==> src/fdm_pkg.sv <==
`default_nettype none
package fdm_pkg;

  // Bus and data widths
  localparam int ADR_W = 8;
  localparam int DAT_W = 8;
  localparam int SW_W = 5;
  localparam int SEL_W = 2;
  localparam int STRAP_W = 3;
  localparam int DRV_W = 4;
  localparam int CNT_W = 12;

  // Address fields
  localparam int ADR_EXT_BIT = 2;
  localparam int ADR_CARD_LO = 3;

  // Controller register-select codes
  localparam logic [1:0] SEL_STATUS_CMD = 2'h0;
  localparam logic [1:0] SEL_TRACK = 2'h1;
  localparam logic [1:0] SEL_SECTOR = 2'h2;
  localparam logic [1:0] SEL_DATA = 2'h3;

  // Drive control field positions
  localparam int DC_DRIVE_LO = 0;
  localparam int DC_DISABLE = 2;
  localparam int DC_MOTOR = 3;
  localparam int DC_SIDE = 5;
  localparam int DC_SINGLE_DEN = 6;
  localparam logic [1:0] DC_NO_DRIVE_MINI = 2'h3;

  // Drive control value after reset and fixed read value
  localparam logic [7:0] DRIVE_CONTROL_RST = 8'h04;
  localparam logic [7:0] DRIVE_CONTROL_READ = 8'h00;

  // Timing
  localparam int CLK_MHZ = 100;
  localparam int CHIP_MHZ_MINI = 1;
  localparam int CHIP_MHZ_FULL = 2;
  localparam int HALF_MINI_CYC = CLK_MHZ / (2 * CHIP_MHZ_MINI);
  localparam int HALF_FULL_CYC = CLK_MHZ / (2 * CHIP_MHZ_FULL);
  localparam int STROBE_NS = 500;
  localparam int STROBE_CYC = (STROBE_NS * CLK_MHZ + 999) / 1000;
  localparam int CHIP_RST_NS = 10000;
  localparam int CHIP_RST_CYC = (CHIP_RST_NS * CLK_MHZ + 999) / 1000;

  // Controller access sequencer
  typedef enum logic [1:0] {
    FDM_IDLE = 2'h0,
    FDM_STROBE = 2'h1,
    FDM_HOLD = 2'h3
  } fdm_state_t;

endpackage
`default_nettype wire

==> src/fdm_glue.sv <==
// Contract
// - eight addresses; bit2 low reaches controller registers
// - bit2 high reaches drive control register
// - upper five address bits match switch
// - drive choice, disable; mini code 11 none
// - bit3 drives motor line with the same sense on both versions
// - bit6 single density; bits 4,7 unused
// - drive control stores inverted bus data
// - controller clock 1 MHz mini, 2 MHz full
// - DMA interrupt sets at count zero
// - status read or command write clears it
// - each interrupt strapped onto any request line
// - byte request never reaches request lines
// - chip reset held low resets controller
// - chip reset release starts home seek
// - controller data lines are inverted
// - mini three drives, full four drives
// - select codes status/command, track, sector, data
// - completion interrupt cleared by status/command access
// - byte request cleared by data register access
`timescale 1ns/10ps
`default_nettype none
module fdm_glue (
  input wire logic clk,
  input wire logic rst_n,
  input wire logic [fdm_pkg::ADR_W-1:0] bus_adr,
  input wire logic [fdm_pkg::DAT_W-1:0] bus_data_in,
  input wire logic bus_rd_n,
  input wire logic bus_wr_n,
  output logic [fdm_pkg::DAT_W-1:0] bus_data_out,
  output logic bus_done,
  input wire logic [fdm_pkg::SW_W-1:0] card_switch,
  input wire logic full_size,
  input wire logic [fdm_pkg::STRAP_W-1:0] done_strap,
  input wire logic [fdm_pkg::STRAP_W-1:0] dma_strap,
  input wire logic dma_count_zero,
  output logic [7:0] bus_irq_lines,
  output logic dma_count_irq,
  output logic chip_cs_n,
  output logic chip_re_n,
  output logic chip_we_n,
  output logic [fdm_pkg::SEL_W-1:0] register_select,
  input wire logic [fdm_pkg::DAT_W-1:0] chip_data_lines_in,
  output logic [fdm_pkg::DAT_W-1:0] chip_data_lines_out,
  output logic chip_data_lines_oe_n,
  output logic chip_reset_input_n,
  output logic chip_clk,
  input wire logic command_done_irq,
  input wire logic byte_transfer_request,
  output logic byte_request_seen,
  output logic [fdm_pkg::DRV_W-1:0] drive_select,
  output logic motor_line,
  output logic side_select,
  output logic single_density
);
  import fdm_pkg::*;

  localparam int SYNC_W = ADR_W + 2 * DAT_W + 2 + SW_W + 1 + 2 * STRAP_W + 3;

  logic [SYNC_W-1:0] async_in;
  logic [SYNC_W-1:0] sync1_r;
  logic [SYNC_W-1:0] sync2_r;
  logic [ADR_W-1:0] adr_s;
  logic [DAT_W-1:0] wdata_s;
  logic [DAT_W-1:0] cdata_s;
  logic rd_n_s;
  logic wr_n_s;
  logic [SW_W-1:0] switch_s;
  logic full_s;
  logic [STRAP_W-1:0] done_strap_s;
  logic [STRAP_W-1:0] dma_strap_s;
  logic dma_zero_s;
  logic done_irq_s;
  logic byte_req_s;
  logic rd_n_prev_r;
  logic wr_n_prev_r;
  logic dma_zero_prev_r;
  logic rd_start;
  logic wr_start;
  logic card_hit;
  logic chip_start;
  logic ext_start;
  logic [DAT_W-1:0] drive_control_r;
  fdm_state_t state_r;
  logic [CNT_W-1:0] cnt_r;
  logic is_read_r;
  logic [CNT_W-1:0] rst_cnt_r;
  logic dma_set;
  logic dma_clear;

  // All pin inputs but clk and rst_n pass two flip-flops
  assign async_in = {bus_adr, bus_data_in, chip_data_lines_in, bus_rd_n, bus_wr_n,
                     card_switch, full_size, done_strap, dma_strap, dma_count_zero,
                     command_done_irq, byte_transfer_request};
  always_ff @(posedge clk) begin
    if (!rst_n) begin
      sync1_r <= '0;
      sync2_r <= '0;
    end else begin
      sync1_r <= async_in;
      sync2_r <= sync1_r;
    end
  end

  // Unpack the synchronised inputs
  assign {adr_s, wdata_s, cdata_s, rd_n_s, wr_n_s, switch_s, full_s, done_strap_s,
          dma_strap_s, dma_zero_s, done_irq_s, byte_req_s} = sync2_r;

  // Edge history of strobes and terminal count
  always_ff @(posedge clk) begin
    if (!rst_n) begin
      rd_n_prev_r <= 1'b1;
      wr_n_prev_r <= 1'b1;
      dma_zero_prev_r <= 1'b0;
    end else begin
      rd_n_prev_r <= rd_n_s;
      wr_n_prev_r <= wr_n_s;
      dma_zero_prev_r <= dma_zero_s;
    end
  end

  // Falling strobe edges start one access
  assign rd_start = rd_n_prev_r && !rd_n_s && wr_n_s;
  assign wr_start = wr_n_prev_r && !wr_n_s && rd_n_s;

  // Card select on switch match
  assign card_hit = (adr_s[ADR_W-1:ADR_CARD_LO] == switch_s);

  // Split the eight-address window
  assign chip_start = card_hit && (rd_start || wr_start) && !adr_s[ADR_EXT_BIT] &&
                      state_r == FDM_IDLE && chip_reset_input_n;
  assign ext_start = card_hit && (rd_start || wr_start) && adr_s[ADR_EXT_BIT];

  // Drive control register, loaded with inverted bus data
  always_ff @(posedge clk) begin
    if (!rst_n) begin
      drive_control_r <= DRIVE_CONTROL_RST;
    end else if (ext_start && wr_start) begin
      drive_control_r <= ~wdata_s;
    end
  end

  // Drive select decode, one-hot
  always_ff @(posedge clk) begin
    if (!rst_n) begin
      drive_select <= '0;
    end else if (drive_control_r[DC_DISABLE] ||
                 (!full_s &&
                  drive_control_r[DC_DRIVE_LO +: 2] == DC_NO_DRIVE_MINI)) begin
      drive_select <= '0;
    end else begin
      drive_select <= DRV_W'(1) << drive_control_r[DC_DRIVE_LO +: 2];
    end
  end

  // Motor, side and density lines; bits 4 and 7 unused
  always_ff @(posedge clk) begin
    if (!rst_n) begin
      motor_line <= 1'b0;
      side_select <= 1'b0;
      single_density <= 1'b0;
    end else begin
      motor_line <= drive_control_r[DC_MOTOR];
      side_select <= drive_control_r[DC_SIDE];
      single_density <= drive_control_r[DC_SINGLE_DEN];
    end
  end

  // Controller access sequencer
  always_ff @(posedge clk) begin
    if (!rst_n) begin
      state_r <= FDM_IDLE;
      cnt_r <= '0;
      is_read_r <= 1'b0;
    end else begin
      unique case (state_r)
        FDM_IDLE: begin
          if (chip_start) begin
            state_r <= FDM_STROBE;
            cnt_r <= CNT_W'(STROBE_CYC - 1);
            is_read_r <= rd_start;
          end
        end
        FDM_STROBE: begin
          if (cnt_r == '0) begin
            state_r <= FDM_HOLD;
          end else begin
            cnt_r <= cnt_r - CNT_W'(1);
          end
        end
        FDM_HOLD: begin
          state_r <= FDM_IDLE;
        end
        default: begin
          state_r <= FDM_IDLE;
        end
      endcase
    end
  end

  // Controller strobes and register select
  always_ff @(posedge clk) begin
    if (!rst_n) begin
      chip_cs_n <= 1'b1;
      chip_re_n <= 1'b1;
      chip_we_n <= 1'b1;
      register_select <= SEL_STATUS_CMD;
    end else if (chip_start) begin
      chip_cs_n <= 1'b0;
      chip_re_n <= !rd_start;
      chip_we_n <= !wr_start;
      register_select <= adr_s[SEL_W-1:0];
    end else if (state_r == FDM_STROBE && cnt_r == '0) begin
      chip_cs_n <= 1'b1;
      chip_re_n <= 1'b1;
      chip_we_n <= 1'b1;
    end
  end

  // Write data driven inverted onto the controller lines
  always_ff @(posedge clk) begin
    if (!rst_n) begin
      chip_data_lines_out <= '1;
      chip_data_lines_oe_n <= 1'b1;
    end else if (chip_start && wr_start) begin
      chip_data_lines_out <= ~wdata_s;
      chip_data_lines_oe_n <= 1'b0;
    end else if (state_r == FDM_HOLD) begin
      chip_data_lines_oe_n <= 1'b1;
    end
  end

  // Read data returned true; drive control reads a fixed value
  always_ff @(posedge clk) begin
    if (!rst_n) begin
      bus_data_out <= '0;
      bus_done <= 1'b0;
    end else begin
      bus_done <= (ext_start) || (state_r == FDM_HOLD);
      if (ext_start && rd_start) begin
        bus_data_out <= DRIVE_CONTROL_READ;
      end else if (state_r == FDM_STROBE && cnt_r == '0 && is_read_r) begin
        bus_data_out <= ~cdata_s;
      end
    end
  end

  // DMA count interrupt, set wins over clear
  assign dma_set = dma_zero_s && !dma_zero_prev_r;
  assign dma_clear = chip_start && adr_s[SEL_W-1:0] == SEL_STATUS_CMD;
  always_ff @(posedge clk) begin
    if (!rst_n) begin
      dma_count_irq <= 1'b0;
    end else if (dma_set) begin
      dma_count_irq <= 1'b1;
    end else if (dma_clear) begin
      dma_count_irq <= 1'b0;
    end
  end

  // Byte request only as a status level, never an interrupt
  always_ff @(posedge clk) begin
    if (!rst_n) begin
      byte_request_seen <= 1'b0;
    end else begin
      byte_request_seen <= byte_req_s;
    end
  end

  // Controller reset held low through reset and a minimum time after
  always_ff @(posedge clk) begin
    if (!rst_n) begin
      rst_cnt_r <= '0;
      chip_reset_input_n <= 1'b0;
    end else if (rst_cnt_r != CNT_W'(CHIP_RST_CYC)) begin
      rst_cnt_r <= rst_cnt_r + CNT_W'(1);
    end else begin
      chip_reset_input_n <= 1'b1;
    end
  end

  // Controller clock per board version
  fdm_clkdiv u_clkdiv (
    .clk(clk),
    .rst_n(rst_n),
    .full_size(full_s),
    .chip_clk(chip_clk)
  );

  // Interrupt strapping onto request lines
  fdm_irq_route u_irq (
    .clk(clk),
    .rst_n(rst_n),
    .done_irq(done_irq_s),
    .dma_irq(dma_count_irq),
    .done_strap(done_strap_s),
    .dma_strap(dma_strap_s),
    .bus_irq_lines(bus_irq_lines)
  );
endmodule
`default_nettype wire

==> src/fdm_clkdiv.sv <==
`timescale 1ns/10ps
`default_nettype none
module fdm_clkdiv (
  input wire logic clk,
  input wire logic rst_n,
  input wire logic full_size,
  output logic chip_clk
);
  import fdm_pkg::*;

  logic [CNT_W-1:0] cnt_r;
  logic [CNT_W-1:0] half_cyc;

  // Half period picks 1 MHz or 2 MHz
  assign half_cyc = full_size ? CNT_W'(HALF_FULL_CYC) : CNT_W'(HALF_MINI_CYC);

  // Free-running square wave for the controller
  always_ff @(posedge clk) begin
    if (!rst_n) begin
      cnt_r <= '0;
      chip_clk <= 1'b0;
    end else if (cnt_r >= half_cyc - CNT_W'(1)) begin
      cnt_r <= '0;
      chip_clk <= ~chip_clk;
    end else begin
      cnt_r <= cnt_r + CNT_W'(1);
    end
  end
endmodule
`default_nettype wire

==> src/fdm_irq_route.sv <==
`timescale 1ns/10ps
`default_nettype none
module fdm_irq_route (
  input wire logic clk,
  input wire logic rst_n,
  input wire logic done_irq,
  input wire logic dma_irq,
  input wire logic [fdm_pkg::STRAP_W-1:0] done_strap,
  input wire logic [fdm_pkg::STRAP_W-1:0] dma_strap,
  output logic [7:0] bus_irq_lines
);
  import fdm_pkg::*;

  // Each source lands on the one line its strap names; no data request path
  genvar i;
  generate
    for (i = 0; i < 8; i++) begin : g_line
      always_ff @(posedge clk) begin
        if (!rst_n) begin
          bus_irq_lines[i] <= 1'b0;
        end else begin
          bus_irq_lines[i] <= (done_irq && done_strap == STRAP_W'(i)) ||
                              (dma_irq && dma_strap == STRAP_W'(i));
        end
      end
    end
  endgenerate
endmodule
`default_nettype wire

==> config.mk <==
export PLATFORM = sky130hd
export DESIGN_NAME = fdm_glue
export DESIGN_NICKNAME = d
export VERILOG_FILES = /design/src/fdm_pkg.sv /design/src/fdm_glue.sv /design/src/fdm_clkdiv.sv /design/src/fdm_irq_route.sv
export SDC_FILE = /design/constraint.sdc
export NUM_CORES = 1
export LEC_CHECK = 0
export BUFFER_PORTS_ARGS = -buffer_cell sky130_fd_sc_hd__buf_4
export CAP_MARGIN = 5
export CORE_UTILIZATION = 50
export CTS_BUF_LIST = sky130_fd_sc_hd__clkbuf_8
export DETAILED_ROUTE_END_ITERATION = 16
export GPL_ROUTABILITY_DRIVEN = 0
export PLACE_DENSITY = 0.72
export SLEW_MARGIN = 40
export SYNTH_ARGS = -nofsm -noshare
export SYNTH_HDL_FRONTEND = slang
export SYNTH_SLANG_ARGS = --single-unit
==> constraint.sdc <==
create_clock -name clk -period 2.3 [get_ports clk]
set_input_delay 0.115 -clock clk [delete_from_list [all_inputs] [get_ports clk]]
set_output_delay 0.115 -clock clk [all_outputs]
set_load 0.02 [all_outputs]
==> impl_summary.md, run 1 <==
Worst hold path
The destination of the worst hold path is sync1_r[2]$_SDFF_PN0_. The start point of the worst min-delay path is dma_count_zero. In this run the worst hold path is classified as in2reg. The cell count of the worst hold path is 3.

Timing
For the finished layout, the period the worst path requires is 2.17 ns. Timing would allow up to 462 MHz. The fraction of the cycle the final worst path needs is 94.2%.

Setup repair after global routing left no endpoint under its margin. The hold violation total from the final report is 0. The worst pin sits at a relative slew slack of 64.1%.

The final count of negative-setup-slack endpoints is 0. The largest clock skew in the final design is 0.0133 ns. The setup total negative slack is 0 ns. At the pin with the least slew margin, the transition time is 0.536 ns. The count of final max-slew check failures is 0.

CTS
The root cell of the clock tree is sky130_fd_sc_hd__clkbuf_8. For the worst-skew pair, the clock arrives at the later sink with an insertion delay of 0.45 ns. The clock-pin transition on the worst setup and hold timing paths is 0.09 ns.

The clock passes through at most 2 buffers. In this run the post-CTS setup repair buffer count came out at 0. Clock tree synthesis found a total of 172 sinks.

The number of clock buffers added by TritonCTS is 17. The number of H-tree levels is 4. The clock tree from TritonCTS is built.

Global route
The maximum number of pins on one net before global-route repair is 67. The global routing usage summed across all routing layers is 19.4%. The number of antenna violations at the first check in global routing came to 0.

The wire length of the first global-routing pass is 18,900 um. The number of global-route vias before repair is 4,141. After global routing the overflow that remains totals 0.

Pwr
The clock network is responsible for 35.8% of the overall power. Summed over all cells, the static leakage comes to 3.09 nW. The power density normalized to cell area is 700 nW/um2. For this design the total switching power over the nets is 0.00127 W. The internal power summed over all cells is 0.00402 W.

The fraction of power consumed by sequential logic is 58.4%. The total design power is 0.00530 W. The share of total power consumed by net switching is 24.0%. Of the total power, combinational logic draws 5.9%.

The worst ir drop on vdd is 0.000516 V.

Cells and area
The filler cell count is 914. The share of final-layout standard cells stronger than drive strength 1 is 18.5%. After the last flow step, the layout net total stands at 761.

The area taken by multi-input logic gates is 2400 um2. The library cells used most frequently in the layout, excluding fill and tap cells, are 172 x sky130_fd_sc_hd__dfxtp_1, 93 x sky130_fd_sc_hd__buf_4, 92 x sky130_fd_sc_hd__and2_1. Leaving out fill and tap cells, the most frequent cell in the layout is sky130_fd_sc_hd__dfxtp_1. Compared with the post-synthesis result, the final layout area differs by 26.2%. The antenna diode count is 0. The final core utilization is 65.4%.

Registers take 3440 um2.

Route
The detailed-route DRC error count is 7. The routed layout has 4,465 vias. The average routed wire per standard cell is 13.4 um. The count of antenna-violating nets left after detailed routing is 0. The first-pass iteration count of the detailed router is 12.

The ratio of routed vias to standard cells is 5.16. The detailed router finished its first iteration with 312 violations. The detailed-route wire length is 11,600 um.

Worst setup path
The worst setup slack for register-to-register paths is 0.13 ns. The launch point of the worst path is cnt_r[0]$_SDFFE_PN0P_. Counting cells, the worst reg-to-reg path comes to 6.

The biggest fanout along the worst timing path is 9. The number of buffers and inverters on the critical path is 1. The worst register-to-register path ends at cnt_r[0]$_SDFFE_PN0P_. The critical path required time is 2.65 ns. The standard cell with the maximum stage delay on the critical path is sky130_fd_sc_hd__or4b_1.

The critical path in this run is classified as reg2reg. The longest individual stage delay on the worst path is 0.64 ns. The arrival time reported for the critical path endpoint is 2.51 ns.

The cell family contributing the most delay on the critical path is compound AO/OA/AOI/OAI gates. The critical path goes through inv_1, ha_1, or4b_1, o41ai_4, o21ai_0, o21ba_2. STA classifies the critical path startpoint as a flop. The sort of element at the end of the critical path is a flop. The startpoint identified for the worst register-to-register timing path is cnt_r[0]$_SDFFE_PN0P_.

Status
The final reports fail on design-rule violations. The flow ran to the end, but the final reports show violations.

Floorplanning
The starting density of the core is 51.8%. The die outline width is 111 um. The die covers 12,400 um2. The floorplan has 39 rows.

The core region is 11,600 um2. 85 I/O pins were placed. The overall die height is 111 um.

Synthesis
The netlist uses 56 different library cells. The count of yosys warnings during synthesis is 0. The area share of xor/xnor cells in the synthesized design is 3.36%.

By area, the combinational part of the netlist is dominated by simple AND/OR/NAND/NOR gates. After synthesis, the cell types taking the most area are sky130_fd_sc_hd__dfxtp_1 57%, sky130_fd_sc_hd__and2_1 9.6%, sky130_fd_sc_hd__o21ai_0 2.3%. The cell type contributing the most total cell area after synthesis is sky130_fd_sc_hd__dfxtp_1. The fraction of registers with async set or reset after synthesis is 0%. The area fraction in compound gates after synthesis is 10.4%.

Of the total synthesized cell area, the portion taken by AND, OR, NAND and NOR gates is 23.9%. The flip-flop and latch count after synthesis is 172. The share of Yosys cell area claimed by the top area cell type is 57.5%.

Yosys mapped a number of flops with a built-in enable equal to 0. The number of instances in the synthesized netlist is 582. The share of synthesized area spent on multiplexers is 0.334%.

Summing the areas of all fa, ha and maj instances in the mapped netlist gives 1.67% of the synthesized area. The per-instance average area after synthesis is 10.3 um2. The netlist area before placement is 5990 um2. Of the synthesized area, sequential elements account for 57.5%. For this run, the leading register cell type out of synthesis is sky130_fd_sc_hd__dfxtp_1.

Flow run
The number of max-cap violations is 0.

Placement
After legalization and detailed placement, the total HPWL measured 7700 um. The number of buffer cells added on primary ports is 84.
==> tightest hold or removal path, stage by stage <==
cell and delay (ns):
sky130_fd_sc_hd__dlygate4sd3_1 0.52, sky130_fd_sc_hd__buf_4 0.09, sky130_fd_sc_hd__and2_1 0.10
==> stage by stage <==
stage,hold slack (ns),area (um2),setup WS (ns),instances
2_1_floorplan,0.242,6010,0.277,586
5_1_grt,0.380,7560,0.0238,866
3_5_place_dp,0.325,6780,0.180,792
4_1_cts,0.367,7560,0.166,866
3_3_place_gp,0.323,6780,0.272,792
6_report,0.401,7560,0.134,866
==> what timing repair did <==
item                                    in CTS  in global routing
hold endpoints to repair                    51                  0
gates resized for setup                      0                  1
endpoints found under the setup margin       0                  1
hold buffers                                42                  0
==> area by class of cell <==
| class | count | share of cell area [%] |
|---|---|---|
| clock inverters | 14 | 1.54 |
| well taps | 143 | 2.37 |
| flip-flops and latches | 172 | 45.5 |
| inverters | 10 | 0.496 |
| repair buffers | 136 | 15.1 |
| clock buffers | 18 | 3.28 |
| multi-input cells | 373 | 31.7 |
==> cells in the mapped netlist, drive strengths merged, types with 4 or more instances <==
library cell and number:
dfxtp 172, and2 92, nor2 33, o21ai 29
a21oi 25, clkbuf 25, xor2 16, nand2 15
nand2b 13, or3 13, and4 11, nand3 11
nor3 11, inv 10, a31oi 9, a211oi 8
ha 8, nor4 8, xnor2 7, buf 6
and3 5, nand4 5, o22a 5, or4 4
==> power by group through the flow <==
stage                     logic (W)  clock network (W)  registers, W
after floorplan            0.000144                  0       0.00316
after global placement     0.000247                  0       0.00316
after detailed placement   0.000254                  0       0.00316
after CTS                  0.000310            0.00195       0.00309
after global routing       0.000345            0.00207       0.00310
final                      0.000311            0.00189       0.00309
==> kinds of logic after synthesis <==
logic type | after synthesis
other | 1
multiplexers | 2
adder cells (fa/ha/maj) | 8
XOR/XNOR | 23
AND/OR/NAND/NOR | 238
flip-flops | 172
AO/OA/AOI/OAI | 97
buffers and inverters | 41
==> worst max path at each step <==
stage                                               to  cells after the start
after floorplan           bus_data_out[0]$_SDFFE_PP0P_                      8
after global placement           cnt_r[0]$_SDFFE_PN0P_                      6
after detailed placement         cnt_r[0]$_SDFFE_PN0P_                      6
after CTS                        cnt_r[0]$_SDFFE_PN0P_                      6
after global routing             cnt_r[0]$_SDFFE_PN0P_                      6
final                            cnt_r[0]$_SDFFE_PN0P_                      6
==> per-layer routing <==
metal	vias to the layer above	wire length (um)	GRT usage, %
li1	2267	-	-
met1	2065	5240	23.2
met2	115	5560	32.1
met3	18	577	5.99
met4	0	192	8.74
met5	-	0	0
==> state kept, by name, indices dropped and copies added (netlist names), 2 cells and up <==
name,count
chip_data_lines_out,8
drive_control_r,6
u_irq.bus_irq_lines,8
register_select,2
sync1_r,41
state_r,2
cnt_r,12
drive_select,4
bus_data_out,8
u_clkdiv.cnt_r,12
sync2_r,41
rst_cnt_r,12
Note: power is estimated with default switching activity, not from simulation.
==> inputs of run 2 (changes only) <==
--- a/config.mk
+++ b/config.mk
@@ -7,11 +7,11 @@
 export LEC_CHECK = 0
 export BUFFER_PORTS_ARGS = -buffer_cell sky130_fd_sc_hd__buf_4
 export CAP_MARGIN = 5
-export CORE_UTILIZATION = 50
+export CORE_UTILIZATION = 59
 export CTS_BUF_LIST = sky130_fd_sc_hd__clkbuf_8
 export DETAILED_ROUTE_END_ITERATION = 16
 export GPL_ROUTABILITY_DRIVEN = 0
-export PLACE_DENSITY = 0.72
+export PLACE_DENSITY = 0.83
 export SLEW_MARGIN = 40
 export SYNTH_ARGS = -nofsm -noshare
 export SYNTH_HDL_FRONTEND = slang
==> run 2 against run 1 <==
- the flow now finishes without violations
- clock power is 5% higher
- die area is 15% lower
- hold slack better by 0.0064 ns
- critical path depth is 2 lower
- combinational power hardly changed
- first-iteration DRC count is 40% lower
- register-to-register slack better by 0.04 ns
- highest routed layer unchanged
==> impl_summary.md, run 2 (synthesized netlist as in run 1, its figures left out) <==
Route
The detailed-route DRC error count came to 0 (was 7). The detailed route wirelength on metal3 is 550 um (was 577 um). The first-pass iteration count of the detailed router came to 4 (was 12). The routed length on met1 is 4960 um (was 5240 um).

The detailed-route wire length is 11,400 um (was 11,600 um). The ratio of routed vias to standard cells is 5.20 (was 5.16). The violation count after the first detailed-routing iteration came to 187 (was 312).

The average routed wire per standard cell is 13.4 um (about the same). The number of vias after detailed routing came to 4,438 (was 4,465). The count of antenna-violating nets left after detailed routing is 0 (unchanged). The highest layer used for signal routing is met4 (unchanged).

The met2 wire length is 5760 um (was 5560 um).

Timing
The slew at the pin closest to its max-slew limit came to 0.619 ns (was 0.536 ns). The fraction of the cycle the final worst path needs is 92.6% (was 94.2%). The largest clock skew in the final design came to 0.00683 ns (was 0.0133 ns). The timing-limited maximum frequency is 470 MHz (was 462 MHz). The clock period minus final worst setup slack is 2.13 ns (was 2.17 ns).

The hold violation total from the final report came to 0 (unchanged). The setup total negative slack is 0 ns (unchanged). The worst slew margin relative to its limit came to 58.5% (was 64.1%). The final count of negative-setup-slack endpoints came to 0 (unchanged).

The smallest setup slack after layout is 0.171 ns (was 0.134 ns). The count of final max-slew check failures is 0 (unchanged). The final hold slack came to 0.407 ns (was 0.401 ns).

Setup repair after global routing missed its margin: false (unchanged).

Worst setup path
The biggest fanout along the worst timing path is 8 (was 9). The sort of element at the start of the critical path is a flop (unchanged). The worst flop-to-flop path startpoint is cnt_r[6]$_SDFFE_PN0P_ (was cnt_r[0]$_SDFFE_PN0P_). List of cells traversed by the critical path: or4_1, o41ai_4, o21ai_0, o21ba_2 (was inv_1, ha_1, or4b_1, o41ai_4, o21ai_0, o21ba_2). The critical path required time is 2.65 ns (about the same). The longest individual stage delay on the worst path is 0.72 ns (was 0.64 ns). The arrival time reported for the critical path endpoint is 2.48 ns (was 2.51 ns).

The worst-case reg-to-reg path depth is 4 (was 6). The standard cell with the maximum stage delay on the critical path was sky130_fd_sc_hd__or4_1 (was sky130_fd_sc_hd__or4b_1). The critical path depth is 4 (was 6). The category of the most critical setup path is reg2reg (unchanged). The number of buffers and inverters on the critical path came to 0 (was 1). The worst setup slack for register-to-register paths came to 0.17 ns (was 0.13 ns).

The sort of element at the end of the critical path is a flop (unchanged). The kind of cell with the highest combined delay on the critical path is compound AO/OA/AOI/OAI gates (unchanged). The capture point of the worst reg-to-reg path is cnt_r[0]$_SDFFE_PN0P_ (unchanged).

Pwr
The leakage dissipation is 3.09 nW (about the same). The worst ir drop on vdd was 0.000481 V (was 0.000516 V). The power density normalized to cell area came to 711 nW/um2 (was 700 nW/um2).

Placement
The number of buffer cells added on primary ports is 84 (unchanged). The worst slack at placement is 0.187 ns (was 0.180 ns). The half-perimeter wire length after placement is 7440 um (was 7700 um).

Worst hold path
The cell count of the worst hold path was 1 (was 3). The path category of the worst min-delay check is reg2reg (was in2reg). The destination of the worst hold path was bus_data_out[5]$_SDFFE_PP0P_ (was sync1_r[2]$_SDFF_PN0_). The start point of the worst min-delay path is sync2_r[22]$_SDFF_PN0_ (was dma_count_zero).

Cells and area
The layout overhead on the synthesized area is 26.2% (about the same). Largest registers: sync1_r: 41 flops, sync2_r: 41 flops (unchanged). The most common cell after layout, fill and taps aside is sky130_fd_sc_hd__dfxtp_1 (unchanged). Leading cell types in the layout, fill and taps excluded: 172 x sky130_fd_sc_hd__dfxtp_1, 92 x sky130_fd_sc_hd__and2_1, 91 x sky130_fd_sc_hd__buf_4 (was 172 x sky130_fd_sc_hd__dfxtp_1, 93 x sky130_fd_sc_hd__buf_4, 92 x sky130_fd_sc_hd__and2_1).

The share of final-layout standard cells stronger than drive strength 1 is 18.7% (was 18.5%). The final layout net count is 759 (was 761). The antenna diode count is 0 (unchanged).

Status
Outcome: finished clean (was finished, violations left).

CTS
The clock tree from TritonCTS is built (unchanged). The clock insertion delay at the later pin of the skew report was 0.45 ns (about the same). The number of buffers created by CTS is 17 (unchanged).

The maximum buffer depth of the clock tree is 2 (unchanged). The root cell of the clock tree was sky130_fd_sc_hd__clkbuf_8 (unchanged). The total number of clock tree sinks is 172 (unchanged). The clock-pin transition on the worst setup and hold timing paths is 0.08 ns (was 0.09 ns). The number of H-tree levels is 4 (unchanged).

Floorplanning
The die outline width is 103 um (was 111 um). The top-level port count came to 85 (unchanged). The total die area is 10,600 um2 (was 12,400 um2). The starting density of the core was 61.0% (was 51.8%). The overall die height is 103 um (was 111 um).

The core area is 9820 um2 (was 11,600 um2). The row count is 36 (was 39).

Global route
The maximum number of pins on one net before global-route repair is 73 (was 67). The global routing usage summed across all routing layers came to 22.9% (was 19.4%). The wire length of the first global-routing pass came to 18,500 um (was 18,900 um). The number of global-route vias before repair is 4,135 (was 4,141). The number of antenna violations at the first check in global routing is 0 (unchanged).

The total congestion overflow after global routing is 0 (unchanged).

Flow run
The number of max-cap violations is 0 (unchanged).
run 2: layer usage:
metal,vias to the layer above,global-route usage [%]
li1,2266,-
met1,2047,26.6
met2,110,40.0
met3,15,6.58
met4,0,8.88
met5,-,0
run 2: stage by stage:
step / area [um2] / total power [W] / cells / util (%)
final: 7560 / 0.00538 / 854 / 77.0
after global routing: 7560 / 0.00561 / 854 / 77.0
after CTS: 7560 / 0.00542 / 854 / 76.9
after detailed placement: 6750 / 0.00341 / 780 / 68.7
after global placement: 6750 / 0.00340 / 780 / 68.7
after floorplan: 6010 / 0.00330 / 586 / -
run 2: layout make-up:
class                           instances  area, um2
Timing Repair Buffer                  134       1120
Sequential cell                       172       3440
Clock inverter                         14        138
Tap cell                              133        166
Fill cell                             664       2260
Clock buffer                           18        248
Multi-Input combinational cell        373       2410
Inverter                               10       37.5
run 2: where the power goes:
group | internal (W) | switching, W
Clock | 0.000906 | 0.00107
Combinational | 0.000169 | 0.000142
Sequential | 0.00306 | 0.0000334
Total | 0.00413 | 0.00125
run 2: worst max-delay path by stage:
stage | from | to | slack (ns)
finish | cnt_r[6]$_SDFFE_PN0P_ | cnt_r[0]$_SDFFE_PN0P_ | 0.17
global route | cnt_r[6]$_SDFFE_PN0P_ | cnt_r[0]$_SDFFE_PN0P_ | 0.04
CTS | cnt_r[0]$_SDFFE_PN0P_ | cnt_r[0]$_SDFFE_PN0P_ | 0.16
detailed placement | cnt_r[0]$_SDFFE_PN0P_ | cnt_r[9]$_SDFFE_PN0P_ | 0.19
global placement | cnt_r[0]$_SDFFE_PN0P_ | cnt_r[0]$_SDFFE_PN0P_ | 0.29
floorplan | cnt_r[0]$_SDFFE_PN0P_ | bus_data_out[0]$_SDFFE_PP0P_ | 0.28
run 2: timing repair:
item | 4_1_cts | 5_1_grt
endpoints found under the hold margin | 46 | 0
endpoints found under the setup margin | 0 | 4
hold buffers | 42 | 0
gates resized for setup | 0 | 3
setup buffers | 0 | 0
==> inputs of run 3 (changes only) <==
--- a/config.mk
+++ b/config.mk
@@ -5,7 +5,7 @@
 export SDC_FILE = /design/constraint.sdc
 export NUM_CORES = 1
 export LEC_CHECK = 0
-export BUFFER_PORTS_ARGS = -buffer_cell sky130_fd_sc_hd__buf_4
+export BUFFER_PORTS_ARGS = -buffer_cell sky130_fd_sc_hd__buf_2
 export CAP_MARGIN = 5
 export CORE_UTILIZATION = 59
 export CTS_BUF_LIST = sky130_fd_sc_hd__clkbuf_8
==> run 3 against run 2 <==
- hold slack worse by 0.0093 ns
- via count hardly changed
- cell count increased by 0.47%
- clock power up 18%
- combinational power fell by 7.4%
- core utilization down 1.1 points
- critical path depth increased by 2
- worst setup slack lost 0.013 ns
- routed wire length is 3.3% higher
- sequential power hardly changed
- critical path type unchanged
- largest power group unchanged
==> impl_summary.md, run 3 (synthesized netlist as in run 1, its figures left out) <==
Worst setup path
The arrival time reported for the critical path endpoint was 2.52 ns (was 2.48 ns). The category of the most critical setup path is reg2reg (unchanged). The critical path required time was 2.68 ns (was 2.65 ns). The sort of element at the end of the critical path is a flop (unchanged).

The biggest fanout along the worst timing path is 7 (was 8). The sort of element at the start of the critical path is a flop (unchanged).

Floorplanning
The die outline width is 103 um (unchanged). The overall die height is 103 um (unchanged). The core area is 9820 um2 (unchanged).

The row count is 36 (unchanged). The total die area was 10,600 um2 (unchanged). The starting density of the core came to 61.0% (unchanged). The top-level port count is 85 (unchanged).

Route
The number of vias after detailed routing is 4,441 (was 4,438). The first-pass iteration count of the detailed router is 4 (unchanged). The detailed-route wire length came to 11,800 um (was 11,400 um). The violation count after the first detailed-routing iteration is 148 (was 187). The ratio of routed vias to standard cells came to 5.18 (was 5.20). The detailed-route DRC error count came to 0 (unchanged). The average routed wire per standard cell is 13.7 um (was 13.4 um).

The count of antenna-violating nets left after detailed routing came to 0 (unchanged).

Pwr
The clock power share came to 40.9% (was 36.8%). The combinational cell fraction of total power is 5.0% (was 5.8%). The switching component of the power is 0.00118 W (was 0.00125 W). The fraction of power consumed by sequential logic is 54.1% (was 57.5%). The worst ir drop on vdd is 0.000520 V (was 0.000481 V). The share of total power consumed by net switching is 20.7% (was 23.2%). The power density normalized to cell area is 767 nW/um2 (was 711 nW/um2). The internal power summed over all cells is 0.00453 W (was 0.00413 W). The total design power is 0.00571 W (was 0.00538 W). The leakage dissipation is 3.08 nW (was 3.09 nW).

Cells and area
Largest registers: sync1_r: 41 flops, sync2_r: 41 flops (unchanged). Leading cell types in the layout, fill and taps excluded: 172 x sky130_fd_sc_hd__dfxtp_1, 92 x sky130_fd_sc_hd__and2_1, 84 x sky130_fd_sc_hd__buf_2 (was 172 x sky130_fd_sc_hd__dfxtp_1, 92 x sky130_fd_sc_hd__and2_1, 91 x sky130_fd_sc_hd__buf_4). The final layout net count is 764 (was 759).

The filler cell count is 687 (was 664). The final core utilization is 75.9% (was 77.0%). The most common cell after layout, fill and taps aside is sky130_fd_sc_hd__dfxtp_1 (unchanged). The antenna diode count came to 0 (unchanged). The layout overhead on the synthesized area was 24.3% (was 26.2%). The share of final-layout standard cells stronger than drive strength 1 is 19.0% (was 18.7%). The post-layout instance count excluding filler cells is 858 (was 854).

CTS
The number of H-tree levels is 4 (unchanged). The maximum buffer depth of the clock tree is 2 (unchanged). The total number of clock tree sinks is 172 (unchanged). The clock-pin transition on the worst setup and hold timing paths is 0.08 ns (about the same). The clock insertion delay at the later pin of the skew report is 0.45 ns (about the same). The clock tree from TritonCTS is built (unchanged). The number of buffers created by CTS came to 17 (unchanged). The root cell of the clock tree was sky130_fd_sc_hd__clkbuf_8 (unchanged).

Timing
The timing-limited maximum frequency came to 467 MHz (was 470 MHz). The fraction of the cycle the final worst path needs is 93.2% (was 92.6%). The hold violation total from the final report is 0 (unchanged). The worst slew margin relative to its limit came to 56.7% (was 58.5%).

The final count of negative-setup-slack endpoints is 0 (unchanged). The setup total negative slack is 0 ns (unchanged). The count of final max-slew check failures is 0 (unchanged). The largest clock skew in the final design is 0.0106 ns (was 0.00683 ns). The slew at the pin closest to its max-slew limit is 0.646 ns (was 0.619 ns). The clock period minus final worst setup slack is 2.14 ns (was 2.13 ns). Setup repair after global routing missed its margin: false (unchanged). The final hold slack is 0.398 ns (was 0.407 ns).

Placement
The number of buffer cells added on primary ports was 84 (unchanged). The half-perimeter wire length after placement is 7590 um (was 7440 um). The total instance count after detailed placement was 783 (was 780).

Global route
The total congestion overflow after global routing is 0 (unchanged). The number of global-route vias before repair is 4,200 (was 4,135). The global routing usage summed across all routing layers is 23.6% (was 22.9%). The wire length of the first global-routing pass is 18,900 um (was 18,500 um). The maximum number of pins on one net before global-route repair is 32 (was 73). The number of antenna violations at the first check in global routing is 0 (unchanged).

Flow run
The number of max-cap violations is 0 (unchanged).

Worst hold path
The path category of the worst min-delay check is in2reg (was reg2reg).

Status
Outcome: finished clean (unchanged).
run 3: cell count changes in the layout (fill, tap and decap cells not counted):
cell | previous run | this run
sky130_fd_sc_hd__o21ai_1 | 0 | 1
sky130_fd_sc_hd__buf_12 | 1 | 0
sky130_fd_sc_hd__clkinv_4 | 6 | 1
sky130_fd_sc_hd__o311ai_1 | 2 | 1
sky130_fd_sc_hd__clkinvlp_4 | 1 | 4
sky130_fd_sc_hd__inv_6 | 3 | 0
sky130_fd_sc_hd__inv_8 | 1 | 0
sky130_fd_sc_hd__clkbuf_8 | 18 | 22
sky130_fd_sc_hd__buf_4 | 91 | 13
sky130_fd_sc_hd__bufinv_16 | 1 | 4
sky130_fd_sc_hd__buf_2 | 0 | 84
sky130_fd_sc_hd__o21ai_2 | 1 | 0
sky130_fd_sc_hd__o311ai_0 | 1 | 2
sky130_fd_sc_hd__clkinv_2 | 2 | 0
run 3: repair_timing:
action	CTS	global route
hold buffers	42	0
endpoints found under the setup margin	0	3
resized for setup	0	1
buffers inserted	0	2
hold endpoints to repair	42	0
run 3: routing by layer:
layer  vias to the layer above  global-route usage (%)  part of all wire (%)
met5                         -                       0                     0
met4                         0                    11.4                   2.2
met2                       114                    41.1                    51
met1                      2041                    26.3                    43
li1                       2259                       -                     -
met3                        27                    7.32                   4.4
run 3: final cells by class:
type / count / area (um2) / area share (%)
clock buffers: 22 / 303 / 4.06
clock inverters: 9 / 159 / 2.13
inverters: 10 / 37.5 / 0.504
multi-input cells: 373 / 2400 / 32.3
flip-flops and latches: 172 / 3440 / 46.2
well taps: 133 / 166 / 2.23
repair buffers: 139 / 938 / 12.6
run 3: power by group through the flow:
stage	combinational (W)	clock (W)	sequential, W
CTS	0.000284	0.00237	0.00309
detailed placement	0.000228	0	0.00316
global route	0.000316	0.00252	0.00310
finish	0.000288	0.00233	0.00309
global placement	0.000220	0	0.00316
floorplan	0.000144	0	0.00316
run 3: critical path, stage by stage, from the launching register on:
cell and delay [ns]:
sky130_fd_sc_hd__dfxtp_1 0.38, sky130_fd_sc_hd__inv_1 0.07, sky130_fd_sc_hd__ha_1 0.28, sky130_fd_sc_hd__or4b_2 0.66, sky130_fd_sc_hd__a21oi_1 0.22, sky130_fd_sc_hd__o211ai_1 0.28
sky130_fd_sc_hd__nor2_1 0.19
run 3: stage by stage:
stage / instance area, um2 / setup WS [ns]
3_3_place_gp: 6550 / 0.287
2_1_floorplan: 6010 / 0.277
3_5_place_dp: 6550 / 0.0939
5_1_grt: 7450 / 0.0337
4_1_cts: 7430 / 0.0633
6_report: 7450 / 0.157
run 3: worst paths after layout:
check	slack [ns]	startpoint	cells after the start	endpoint
min reg2reg	0.41	sync2_r[20]$_SDFF_PN0_	1	bus_data_out[3]$_SDFFE_PP0P_
max	0.16	u_clkdiv.cnt_r[0]$_SDFF_PP0_	6	u_clkdiv.cnt_r[5]$_SDFF_PP0_
max reg2reg	0.16	u_clkdiv.cnt_r[0]$_SDFF_PP0_	6	u_clkdiv.cnt_r[5]$_SDFF_PP0_
min	0.40	dma_strap[1]	3	sync1_r[4]$_SDFF_PN0_
